**config.mk**
```make
export PLATFORM = sky130hd
export DESIGN_NAME = pmc_counter_top
export DESIGN_NICKNAME = d
export VERILOG_FILES = /design/src/rtl/pmc_pkg.sv /design/src/rtl/pmc_counter_core.sv /design/src/rtl/pmc_counter_top.sv
export SDC_FILE = /design/constraint.sdc
export NUM_CORES = 1
export LEC_CHECK = 0
export ABC_AREA = 1
export BUFFER_PORTS_ARGS = -buffer_cell sky130_fd_sc_hd__buf_4
export CAP_MARGIN = 20
export CORE_MARGIN = 3
export CORE_UTILIZATION = 38
export DETAILED_ROUTE_END_ITERATION = 6
export PLACE_DENSITY = 0.83
export SETUP_SLACK_MARGIN = 0.1
export SYNTH_ARGS = -nofsm -noshare
export SYNTH_HDL_FRONTEND = slang
export SYNTH_SLANG_ARGS = --single-unit
```
**constraint.sdc**
```tcl
create_clock -name sys_clk_in -period 1.3 [get_ports sys_clk_in]
set_input_delay 0 -clock sys_clk_in [delete_from_list [all_inputs] [get_ports sys_clk_in]]
set_output_delay 0 -clock sys_clk_in [all_outputs]
set_load 0.05 [all_outputs]
```
**src/rtl/pmc_pkg.sv**
```systemverilog
// Function
// - a 4-bit count steps up by one per counting edge, 15 wraps to 0.
// - the count changes only on the rising edge, async clear aside.
// - priority is async clear, sync clear, load, count, then hold.
// - async variant: a low clear zeroes the count at once.
// - sync variant: a low clear zeroes the count at the next edge.
// - with no clear and load low, the edge copies preset into count.
// - with no clear and load high, count steps if both enables high.
// - with no clear and load high, an enable low holds the count.
// - terminal count is trickle enable and all count bits one.
// - sync clear, load and count enables matter only at the rising edge.
//
// package of constants for the presettable modulo-16 counter.
// assumes one clock; shared by the core and the bus-facing top.

package pmc_pkg;

    // ****************************************************************
    // counter shape and modes
    // ****************************************************************
    localparam int CNT_WIDTH = 4;
    localparam logic [3:0] CNT_MAX = 4'hF;

    typedef enum logic [3:0] {
        PMC_HOLD = 4'b0001,
        PMC_COUNT = 4'b0010,
        PMC_LOAD = 4'b0100,
        PMC_CLEAR = 4'b1000
    } pmc_mode_t;

    // ****************************************************************
    // register map, byte addresses
    // ****************************************************************
    localparam logic [7:0] CTRL_OFF = 8'h00;
    localparam logic [7:0] PRESET_OFF = 8'h04;
    localparam logic [7:0] STATUS_OFF = 8'h08;
    localparam int ADDR_DEC_W = 8;

    // control: write-one command bits, read as zero
    localparam int CTRL_LOAD_BIT = 0;
    localparam int CTRL_CLEAR_BIT = 1;
    // status fields
    localparam int STAT_CNT_LSB = 0;
    localparam int STAT_TC_BIT = 4;
    localparam int STAT_ASYNC_BIT = 5;
    localparam logic [3:0] PRESET_RESET = 4'h0;

    // ****************************************************************
    // AHB-Lite encodings
    // ****************************************************************
    localparam logic [1:0] HTRANS_NONSEQ = 2'h2;
    localparam logic HRESP_OKAY = 1'h0;

    function automatic logic pmc_hit(input logic [7:0] addr,
                                     input logic [7:0] off);
        return addr == off;
    endfunction

endpackage

```
**src/rtl/pmc_counter_core.sv**
```systemverilog
// counter core: four count flip-flop stages, mode select and terminal count.
// assumes control inputs other than the clear pin are synchronous to clk_in.
`timescale 1ns/1ps

module pmc_counter_core
    import pmc_pkg::*;
#(
    parameter int CNT_W = CNT_WIDTH,
    parameter bit ASYNC_CLEAR = 1'b1
) (
    input wire logic clk_in,
    input wire logic reset_in,
    input wire logic clear_n_in,
    input wire logic sw_clear_in,
    input wire logic load_enable_n_in,
    input wire logic [CNT_W-1:0] preset_data_in,
    input wire logic count_enable_par_in,
    input wire logic count_enable_trickle_in,
    output logic [CNT_W-1:0] count_out,
    output logic terminal_count_out,
    output pmc_mode_t mode_out
);

    logic [CNT_W-1:0] count_ff;
    logic [CNT_W-1:0] nxt_count;
    wire logic pin_sync_clear;
    wire logic clear_req;
    wire logic count_req;
    pmc_mode_t mode;

    // ****************************************************************
    // mode select
    // ****************************************************************
    // the pin clears at the edge only in the synchronous variant
    assign pin_sync_clear = !ASYNC_CLEAR && !clear_n_in;
    assign clear_req = reset_in || pin_sync_clear || sw_clear_in;
    assign count_req = count_enable_par_in && count_enable_trickle_in;
    assign mode = clear_req ? PMC_CLEAR :
                  !load_enable_n_in ? PMC_LOAD :
                  count_req ? PMC_COUNT : PMC_HOLD;

    always_comb begin
        case (mode)
            PMC_CLEAR: nxt_count = '0;
            PMC_LOAD: nxt_count = preset_data_in;
            PMC_COUNT: nxt_count = CNT_W'(count_ff + 1'b1);
            default: nxt_count = count_ff;
        endcase
    end

    // ****************************************************************
    // state flip-flops
    // ****************************************************************
    generate
        if (ASYNC_CLEAR) begin : g_async
            always_ff @(posedge clk_in or negedge clear_n_in) begin
                if (!clear_n_in) begin
                    count_ff <= '0;
                end else begin
                    count_ff <= nxt_count;
                end
            end
        end else begin : g_sync
            always_ff @(posedge clk_in) begin
                count_ff <= nxt_count;
            end
        end
    endgenerate

    // decoded from flops, so it may glitch between edges
    assign terminal_count_out =
        count_enable_trickle_in && (&count_ff);
    assign count_out = count_ff;
    assign mode_out = mode;

endmodule

```
**src/rtl/pmc_counter_top.sv**
```systemverilog
// top of the presettable modulo-16 counter with an AHB-Lite register port.
// assumes a single AHB-Lite master and inputs synchronous to sys_clk_in;
// the clear pin is asynchronous in one build variant.
//
// The register addresses and the AHB-Lite register port were chosen for this implementation.
`timescale 1ns/1ps

module pmc_counter_top
    import pmc_pkg::*;
#(
    parameter bit ASYNC_CLEAR = 1'b1
) (
    input wire logic sys_clk_in,
    input wire logic reset_in,
    // counter pins
    input wire logic clear_n_in,
    input wire logic load_enable_n_in,
    input wire logic [CNT_WIDTH-1:0] preset_data_in,
    input wire logic count_enable_par_in,
    input wire logic count_enable_trickle_in,
    output logic [CNT_WIDTH-1:0] count_out,
    output logic terminal_count_out,
    // AHB-Lite slave
    input wire logic hsel_in,
    input wire logic [31:0] haddr_in,
    input wire logic [1:0] htrans_in,
    input wire logic hwrite_in,
    input wire logic [2:0] hsize_in,
    input wire logic [31:0] hwdata_in,
    input wire logic hready_in,
    output logic [31:0] hrdata_out,
    output logic hreadyout_out,
    output logic hresp_out
);

    // ****************************************************************
    // declarations
    // ****************************************************************
    logic [ADDR_DEC_W-1:0] addr_ff;
    logic wr_ff;
    logic [CNT_WIDTH-1:0] preset_ff;
    logic [31:0] hrdata_ff;
    logic [31:0] nxt_hrdata;
    wire logic addr_phase;
    wire logic rd_start;
    wire logic wr_ctrl;
    wire logic wr_preset;
    wire logic sw_load;
    wire logic sw_clear;
    wire logic eff_load_n;
    wire logic [CNT_WIDTH-1:0] eff_data;
    wire logic [CNT_WIDTH-1:0] cnt;
    wire logic tc;
    pmc_mode_t mode;
    wire logic [ADDR_DEC_W-1:0] req_addr;

    // ****************************************************************
    // AHB-Lite address and data phase
    // ****************************************************************
    // zero wait states: every transfer completes in its data phase
    assign addr_phase = hsel_in && hready_in &&
                        (htrans_in == HTRANS_NONSEQ);
    assign req_addr = haddr_in[ADDR_DEC_W-1:0];
    assign rd_start = addr_phase && !hwrite_in;

    always_ff @(posedge sys_clk_in) begin
        if (reset_in) begin
            wr_ff <= 1'b0;
            addr_ff <= '0;
        end else begin
            wr_ff <= addr_phase && hwrite_in;
            addr_ff <= addr_phase ? req_addr : addr_ff;
        end
    end

    assign wr_ctrl = wr_ff && pmc_hit(addr_ff, CTRL_OFF);
    assign wr_preset = wr_ff && pmc_hit(addr_ff, PRESET_OFF);

    // commands act on the edge that ends the write data phase
    assign sw_load = wr_ctrl && hwdata_in[CTRL_LOAD_BIT];
    assign sw_clear = wr_ctrl && hwdata_in[CTRL_CLEAR_BIT];

    always_ff @(posedge sys_clk_in) begin
        if (reset_in) begin
            preset_ff <= PRESET_RESET;
        end else if (wr_preset) begin
            preset_ff <= hwdata_in[CNT_WIDTH-1:0];
        end
    end

    // ****************************************************************
    // read mux, sampled at the address phase
    // ****************************************************************
    // status reflects the count as it stood at the address-phase edge
    always_comb begin
        nxt_hrdata = '0;
        if (pmc_hit(req_addr, PRESET_OFF)) begin
            nxt_hrdata[CNT_WIDTH-1:0] = preset_ff;
        end else if (pmc_hit(req_addr, STATUS_OFF)) begin
            nxt_hrdata[STAT_CNT_LSB +: CNT_WIDTH] = cnt;
            nxt_hrdata[STAT_TC_BIT] = tc;
            nxt_hrdata[STAT_ASYNC_BIT] = ASYNC_CLEAR;
        end
    end

    always_ff @(posedge sys_clk_in) begin
        if (reset_in) begin
            hrdata_ff <= '0;
        end else if (rd_start) begin
            hrdata_ff <= nxt_hrdata;
        end
    end

    assign hrdata_out = hrdata_ff;
    assign hreadyout_out = 1'b1;
    assign hresp_out = HRESP_OKAY;

    // ****************************************************************
    // pin and software merge
    // ****************************************************************
    // a software load borrows the load path; the pin load still wins
    // the data when both arrive together, software wins otherwise
    assign eff_load_n = load_enable_n_in && !sw_load;
    assign eff_data = load_enable_n_in ? preset_ff : preset_data_in;

    pmc_counter_core #(
        .CNT_W(CNT_WIDTH),
        .ASYNC_CLEAR(ASYNC_CLEAR)
    ) u_core (
        .clk_in(sys_clk_in),
        .reset_in(reset_in),
        .clear_n_in(clear_n_in),
        .sw_clear_in(sw_clear),
        .load_enable_n_in(eff_load_n),
        .preset_data_in(eff_data),
        .count_enable_par_in(count_enable_par_in),
        .count_enable_trickle_in(count_enable_trickle_in),
        .count_out(cnt),
        .terminal_count_out(tc),
        .mode_out(mode)
    );

    assign count_out = cnt;
    // terminal count is combinational; chain it into enables only
    assign terminal_count_out = tc;

    // ****************************************************************
    // assertions
    // ****************************************************************
    wire logic clr_any;
    wire logic cnt_go;
    wire logic hold_go;
    wire logic load_go;

    assign clr_any = !clear_n_in || sw_clear;
    assign cnt_go = !clr_any && eff_load_n &&
                    count_enable_par_in && count_enable_trickle_in;
    assign hold_go = !clr_any && eff_load_n &&
                     !(count_enable_par_in && count_enable_trickle_in);
    assign load_go = !clr_any && !eff_load_n;

    property p_wrap;
        @(posedge sys_clk_in) disable iff (reset_in || !clear_n_in)
        (cnt_go && cnt == CNT_MAX) |=> (cnt == '0);
    endproperty
    a_wrap: assert property (p_wrap)
        else $error("count did not wrap from fifteen to zero");

    property p_step;
        @(posedge sys_clk_in) disable iff (reset_in || !clear_n_in)
        cnt_go |=> (cnt == CNT_WIDTH'($past(cnt) + 1'b1));
    endproperty
    a_step: assert property (p_step)
        else $error("count did not step by one with both enables");

    property p_hold;
        @(posedge sys_clk_in) disable iff (reset_in || !clear_n_in)
        hold_go |=> $stable(cnt);
    endproperty
    a_hold: assert property (p_hold)
        else $error("count moved with an enable low");

    property p_load;
        @(posedge sys_clk_in) disable iff (reset_in || !clear_n_in)
        load_go |=> (cnt == $past(eff_data));
    endproperty
    a_load: assert property (p_load)
        else $error("preset data not loaded bit for bit");

    property p_pin_bits;
        @(posedge sys_clk_in) disable iff (reset_in || !clear_n_in)
        (load_go && !load_enable_n_in) |=>
            (cnt[0] == $past(preset_data_in[0])) &&
            (cnt[CNT_WIDTH-1] == $past(preset_data_in[CNT_WIDTH-1]));
    endproperty
    a_pin_bits: assert property (p_pin_bits)
        else $error("preset bit landed on the wrong count bit");

    property p_prio;
        @(posedge sys_clk_in) disable iff (reset_in)
        (sw_clear && !load_enable_n_in && count_enable_par_in)
            |=> (cnt == '0);
    endproperty
    a_prio: assert property (p_prio)
        else $error("clear lost to load or count");

    property p_tc;
        @(posedge sys_clk_in) disable iff (reset_in)
        tc == (count_enable_trickle_in && cnt == CNT_MAX);
    endproperty
    a_tc: assert property (p_tc)
        else $error("terminal count wrong for state and trickle");

    property p_only_edge;
        @(posedge sys_clk_in) disable iff (reset_in)
        // a reset edge shows up as a change one edge later
        (!$stable(cnt) && $past(clear_n_in) && clear_n_in &&
            !$past(reset_in)) |-> $past(!hold_go);
    endproperty
    a_only_edge: assert property (p_only_edge)
        else $error("count changed without a load, count or clear");

    generate
        if (ASYNC_CLEAR) begin : g_a_async
            property p_aclr;
                @(posedge sys_clk_in) disable iff (reset_in)
                !clear_n_in |-> (cnt == '0);
            endproperty
            a_aclr: assert property (p_aclr)
                else $error("count not held at zero by clear pin");
        end else begin : g_a_sync
            property p_sclr;
                @(posedge sys_clk_in) disable iff (reset_in)
                !clear_n_in |=> (cnt == '0);
            endproperty
            a_sclr: assert property (p_sclr)
                else $error("clear pin did not zero the count");

            property p_sclr_late;
                @(posedge sys_clk_in) disable iff (reset_in)
                ($fell(clear_n_in) && cnt != '0 && $past(hold_go))
                    |-> (cnt != '0);
            endproperty
            a_sclr_late: assert property (p_sclr_late)
                else $error("synchronous clear acted before the edge");
        end
    endgenerate

    property p_ahb_okay;
        @(posedge sys_clk_in) disable iff (reset_in)
        rd_start |=> (hreadyout_out && hresp_out == HRESP_OKAY);
    endproperty
    a_ahb_okay: assert property (p_ahb_okay)
        else $error("slave did not complete with OKAY");

    property p_status_read;
        @(posedge sys_clk_in) disable iff (reset_in)
        (rd_start && pmc_hit(req_addr, STATUS_OFF)) |=>
            (hrdata_out[STAT_CNT_LSB +: CNT_WIDTH] == $past(cnt));
    endproperty
    a_status_read: assert property (p_status_read)
        else $error("status read does not show the count");

    property p_mode_clear;
        @(posedge sys_clk_in) disable iff (reset_in)
        sw_clear |-> (mode == PMC_CLEAR);
    endproperty
    a_mode_clear: assert property (p_mode_clear)
        else $error("software clear did not select the clear mode");

    property p_mode_load;
        @(posedge sys_clk_in) disable iff (reset_in)
        load_go |-> (mode == PMC_LOAD);
    endproperty
    a_mode_load: assert property (p_mode_load)
        else $error("load did not win over count");

    property p_mode_hold;
        @(posedge sys_clk_in) disable iff (reset_in)
        hold_go |-> (mode == PMC_HOLD);
    endproperty
    a_mode_hold: assert property (p_mode_hold)
        else $error("an enable low did not select the hold mode");

    property p_sw_clear;
        @(posedge sys_clk_in) disable iff (reset_in)
        sw_clear |=> (cnt == '0);
    endproperty
    a_sw_clear: assert property (p_sw_clear)
        else $error("software clear did not zero the count");

    // software load takes the register unless the pin loads too
    property p_sw_load;
        @(posedge sys_clk_in) disable iff (reset_in || !clear_n_in)
        (sw_load && load_enable_n_in && !sw_clear) |=>
            (cnt == $past(preset_ff));
    endproperty
    a_sw_load: assert property (p_sw_load)
        else $error("software load did not take the preset register");

    property p_preset_wr;
        @(posedge sys_clk_in) disable iff (reset_in)
        wr_preset |=> (preset_ff == $past(hwdata_in[CNT_WIDTH-1:0]));
    endproperty
    a_preset_wr: assert property (p_preset_wr)
        else $error("preset register missed its write");

    property p_rd_stands;
        @(posedge sys_clk_in) disable iff (reset_in)
        !rd_start |=> $stable(hrdata_out);
    endproperty
    a_rd_stands: assert property (p_rd_stands)
        else $error("read data moved outside a read address phase");

    // ****************************************************************
    // cover points
    // ****************************************************************
    c_wrap: cover property (@(posedge sys_clk_in) disable iff (reset_in)
        cnt_go && cnt == CNT_MAX ##1 cnt == '0);
    c_pin_load: cover property (@(posedge sys_clk_in)
        disable iff (reset_in) load_go && !load_enable_n_in);
    c_sw_load: cover property (@(posedge sys_clk_in)
        disable iff (reset_in) sw_load && load_enable_n_in);
    c_tc: cover property (@(posedge sys_clk_in) disable iff (reset_in)
        tc ##1 cnt == '0);
    c_clear: cover property (@(posedge sys_clk_in) disable iff (reset_in)
        cnt != '0 ##1 !clear_n_in);

endmodule

```
# Word level (Yosys, flattened, before mapping)
# Cells that the tools add are included.
dict set report totals {
  regBits 23
  input_bits 82
  elab_cells 38
  output_inout_bits 39
}
dict set report op_classes {
  reduce_logical 17
  add_sub_neg 1
  eq_ne 7
  mux 8
}
# op n
set ops {}
lappend ops {{8-bit by 3-bit equality test with 1-bit output, second input constant} 2}
lappend ops {{4-bit two-way mux} 4}
lappend ops {{4-bit case mux with 3 select lines} 1}
lappend ops {{1-bit logical AND} 11}
lappend ops {{8-bit by 4-bit equality test with 1-bit output, second input constant} 1}
lappend ops {{8-bit zero test} 1}
lappend ops {{6-bit two-way mux} 1}
lappend ops {{4-bit by 1-bit adder with 4-bit output, second input constant} 1}
lappend ops {{4-bit by 2-bit equality test with 1-bit output, second input constant} 1}
lappend ops {{4-bit by 3-bit equality test with 1-bit output, second input constant} 1}
lappend ops {{4-bit equality test, second input constant} 1}
lappend ops {{2-bit two-way mux} 2}
lappend ops {{4-bit AND reduction} 1}
lappend ops {{3-bit nonzero test} 1}
lappend ops {{2-bit equality test, second input constant} 1}
lappend ops {{1-bit zero test} 2}
lappend ops {{1-bit logical OR} 1}

# Longest topological paths before layout
dict set report depth {
  ltp_word 9
  mapped_depth 8
  ltp_nobuf 8
}

# Modules after synthesis
# From an unflattened synthesis, not the netlist that was laid out.
dict set report hier_totals {
  cells_unflattened 197
  hier_area_um2 1418.9
}
# mod cells_per_inst area_per_inst_um2 instances seq_area_each_um2
set modules_own_cells {}
lappend modules_own_cells {pmc_counter_top 157 1126.1 1 380.4}
lappend modules_own_cells {pmc_counter_core 40 292.8 1 100.1}

# Worst setup path after synthesis
# Ideal clock, no wire load.
dict set report synth_path {
  kind {register to register}
  start {register u_core.count_ff[0] (netlist: u_core.count_out[0])}
  end {register hrdata_ff[4] (netlist: hrdata_out[4])}
  path_buffers 0
  arrival_ps 2015
  setup_time_ps 66
  t_required_ps 1234
  path_slack_ps -781
  period_less_slack_ps 2081
  path_stages_with_launch 6
  path_cell_list {dfrtp_1 ha_1 nand3_1 nor2_1 nand3_1 a21oi_2}
}
dict set report synth_via {
  elab_chain_len 4
}
# element line_no
set synth_lines {}
lappend synth_lines {{start, declared} pmc_counter_core.sv:24} ;# logic [CNT_W-1:0] count_ff;
lappend synth_lines {{start signal, assigned} pmc_counter_core.sv:60} ;# count_ff <= nxt_count;
lappend synth_lines {{4-bit AND reduction} pmc_counter_core.sv:72} ;# count_enable_trickle_in && (&count_ff);
lappend synth_lines {{1-bit logical AND} pmc_counter_core.sv:72}
lappend synth_lines {{net terminal_count_out} pmc_counter_top.sv:22} ;# output logic terminal_count_out,
lappend synth_lines {{6-bit two-way mux} pmc_counter_top.sv:99} ;# end else if (pmc_hit(req_addr, STATUS_OFF)) begin
lappend synth_lines {{2-bit two-way mux} pmc_counter_top.sv:97} ;# if (pmc_hit(req_addr, PRESET_OFF)) begin
lappend synth_lines {{end signal, assigned} pmc_counter_top.sv:110} ;# hrdata_ff <= nxt_hrdata;
lappend synth_lines {{end, declared} pmc_counter_top.sv:42} ;# logic [31:0] hrdata_ff;
# The timed path passes the listed nets, and every way through them passes these cells.
# A chain may end at the register's enable or synchronous reset.

# Worst setup path after layout
dict set report layout_path {
  start {register addr_ff[0]}
  end {register u_core.count_ff[2] (netlist: u_core.count_out[2])}
}
dict set report layout_via {
  elab_chain_len 9
  elab_cells_between_ends 14
  cone_classes {3 x eq/ne; 3 x mux; 8 x reduce/logical}
}
# element line_no
set layout_lines {}
lappend layout_lines {{start, declared} pmc_counter_top.sv:39} ;# logic [ADDR_DEC_W-1:0] addr_ff;
lappend layout_lines {{start signal, assigned} pmc_counter_top.sv:72} ;# addr_ff <= addr_phase ? req_addr : addr_ff;
lappend layout_lines {{8-bit zero test (*)} pmc_pkg.sv:56} ;# return addr == off;
lappend layout_lines {{1-bit logical AND (*)} pmc_counter_top.sv:76} ;# assign wr_ctrl = wr_ff && pmc_hit(addr_ff, CTRL_OFF);
lappend layout_lines {{1-bit logical AND} pmc_counter_top.sv:80} ;# assign sw_load = wr_ctrl && hwdata_in[CTRL_LOAD_BIT];
lappend layout_lines {{1-bit zero test} pmc_counter_top.sv:123} ;# assign eff_load_n = load_enable_n_in && !sw_load;
lappend layout_lines {{1-bit logical AND} pmc_counter_top.sv:123}
lappend layout_lines {{4-bit two-way mux} pmc_counter_core.sv:39} ;# !load_enable_n_in ? PMC_LOAD :
lappend layout_lines {{4-bit two-way mux (*)} pmc_counter_core.sv:38} ;# assign mode = clear_req ? PMC_CLEAR :
lappend layout_lines {{4-bit by 2-bit equality test with 1-bit output (tied with other cells)} pmc_counter_core.sv:43} ;# case (mode)
lappend layout_lines {{4-bit case mux with 3 select lines or 3-bit nonzero test (tied branches)} --}
# Every way passes the cells marked *; elsewhere a longest branch is shown, timed or not.

==> key figures <==
Cells and area
  – Nets@finish: 328
  – Layout cell share with drive strength beyond 1: 34.84%
  – Filler Cell Count: 310
  – P&R area growth vs syn: 40.34%
  – Ant. Diodes: 0
  – Finished Layout Cells: 290
  – Final Instance Area: 1937 sq um
  – Most frequent cells in the layout: 40 x buf_4, 28 x conb_1, 21 x nand2_1
  – Most common cell after layout, fill and taps aside: buf_4
  – Fin util: 56.70%

Logic synthesis
  – Synth top area share: 27.56%
  – Mean Syn Cell Area: 7.380 sq um
  – Yosys warning total: 0
  – Synth cell types: 26
  – Mapped Area: 1380 sq um
  – Synth top area cells: dfxtp_1 28%, buf_4 15%, nand3_1 8.3%, dfrtp_1 7.3%, nand2_1 6.8%
  – Sequential share of the synthesized area: 34.81%
  – Synth Instances: 187
  – Cell taking the most area after synthesis: dfxtp_1
  – Register bit total from synthesis: 23

Timing
  – Hold WS: 0.03496 ns
  – Slack of the critical path: 0.02273 ns
  – Fin Setup TNS: 0 ns
  – Final setup viols: 0
  – Slew Viols, Final: 0
  – Fin crit share: 98.25%
  – Fmax achieved: 782.9 MHz
  – Final hold vios: 0
  – Post-layout min period: 1.277 ns
  – Clock skew: 0.01484 ns
  – RSZ-0062 raised after global routing: yes

Global routing
  – Pin count of the biggest net entering global routing: 17
  – First-pass GRT wire length: 5.140 mm
  – Vias in the first global route: 1,131
  – Antenna violations before repair: 0
  – GR Overflow Total: 0
  – Global-route usage over all layers: 15.16%

Power
  – Maximum VDD drop: 0.0004193 V
  – Total Power: 1.569 mW
  – Leakage: 0.8827 nW
  – PwrDens: 810.0 nW/um^2

Clocking
  – Root buf cell: clkbuf_4
  – CTS tree: yes
  – Clk_lat worst skew: 0.32 ns
  – CTS Buffer Depth: 2
  – CTS Buf Count: 3
  – Sink Count: 23
  – Clock slew at reported path FFs: 0.14 ns
  – H-tree depth: 1

Route
  – Residual DRC: 0
  – First-pass DRT Iterations: 4
  – Routed vias/inst: 4.403
  – Routed wire length: 3.320 mm
  – Wire per inst: 11.45 um
  – Routed Antenna Nets: 0
  – Routed vias: 1,277
  – DRT iter0 DRCs: 45

Setup path
  – CP max-delay cell: dfxtp_2
  – Data arrival, critical path: 1.47 ns
  – CP Class: reg -> reg
  – Required @ worst endpoint: 1.50 ns
  – Setup crit end kind: flip-flop
  – CP max stage delay: 0.35 ns
  – Top delay family on crit path: simple AND/OR/NAND/NOR gates
  – Crit path max fanout: 4
  – Worst setup SP type: flip-flop
  – Critical-path cell list: nor2_2 -> nand2_2 -> nor2_4 -> nand3_2 -> nand3_2 -> nor2_2 -> nand2_1 -> nand3_1
  – WP buf/inv: 0

Outcome
  – Status: complete, no violations

Run
  – Max cap viols: 0

Placed design
  – Inst Count DP: 266
  – Placed inst area: 1627 sq um
  – I/O Buffers: 37
  – Dpl hpwl: 2.353 mm
  – RD Place Congestion: 0.7601
  – Post-Place Worst Slack: 0.01506 ns

Die
  – Io pins: 121
  – Die width: 66.27 um
  – Core ar.: 3416 sq um
  – Rows: 21
  – DIE AREA: 4391 sq um
  – Die Y: 66.27 um
  – Initial Util: 40.40%

Worst hold path
  – Worst Hold Class: in -> async
[area by class of cell]
type / count / area, sq um / area share (%)
Multi-Input combinational cell: 139 / 799.5 / 41.28
Tap cell: 46 / 57.56 / 2.972
Sequential cell: 23 / 489.2 / 25.26
Clock buffer: 3 / 22.52 / 1.163
Clock inverter: 1 / 5.005 / 0.2584
Timing Repair Buffer: 58 / 485.5 / 25.06
Inverter: 20 / 77.57 / 4.005
[Yosys cell counts]
library cell  number
nand4_1            1
a21oi_1            5
nor4_2             1
clkinv_1           1
nor2_2             2
ha_1               1
nand3_2            1
nand3_4            1
buf_6              1
o21a_1             4
mux2_2             4
xor2_1             2
clkbuf_1           2
nor2_4             2
dfrtp_1            4
inv_1             18
conb_1             2
nand2_1           25
nor2_1            25
a21oi_2            1
nand3_1           23
inv_2              1
dfxtp_1           19
buf_4             28
nor3_1             1
o21ai_0           12
[cell families (layout without fill, tap and decap cells)]
logic type / Yosys count / in the layout / synth area share (%)
and+or+nand+nor: 82 / 82 / 28.20
buffers and inverters: 51 / 82 / 22.03
DFF: 23 / 23 / 34.81
AOI/OAI and AO/OA: 22 / 22 / 8.976
muxes: 4 / 4 / 3.264
other: 2 / 28 / 0.5442
xor gates and xnor gates: 2 / 2 / 1.269
adders and majority gates: 1 / 1 / 0.9065
[layer usage]
| layer | GRT usage [%] | vias to the layer above | wire (um) |
|---|---|---|---|
| li1 | - | 661 | - |
| met1 | 19.52 | 563 | 1389 |
| met2 | 25.28 | 51 | 1700 |
| met3 | 4.082 | 2 | 215 |
| met4 | 3.046 | 0 | 14 |
| met5 | 0 | - | 0 |
[repair_timing]
item,in CTS,in global routing
setup buffers,2,1
resized for setup,13,17
hold buffers,15,2
pin swaps,5,4
endpoints found under the setup margin,8,13
endpoints found under the hold margin,19,1
[worst reg2reg max path, stage by stage, from the launching register on]
cell and delay [ns]:
dfxtp_2 0.35, nor2_2 0.11, nand2_2 0.08, nor2_4 0.16
nand3_2 0.15, nand3_2 0.10, nor2_2 0.06, nand2_1 0.07
nand3_1 0.07
[power breakdown]
group | internal (mW) | total (mW) | switching [mW]
clock network | 0.115 | 0.337 | 0.222
logic | 0.154 | 0.490 | 0.336
registers | 0.726 | 0.742 | 0.0155
[path summary, 6_finish.rpt]
kind	startpoint	to	slack, ns	depth (start not counted)
min	clear_n_in	u_core.count_out[1]	0.03	2
min reg2reg	hrdata_out[5]	hrdata_out[5]	0.47	2
max	addr_ff[0]	u_core.count_out[2]	0.02	8
max reg2reg	addr_ff[0]	u_core.count_out[2]	0.02	8
max in group asynchronous	clear_n_in	u_core.count_out[0]	1.15	2
min in group sys_clk_in	count_enable_trickle_in	hrdata_out[4]	0.06	5
[state kept, by name (all words and copies together) (netlist names)]
name and cells:
hrdata_out 6, wr_ff 1, u_core.count_out 4, preset_ff 4, addr_ff 8
(Power assumes the default switching activity.)
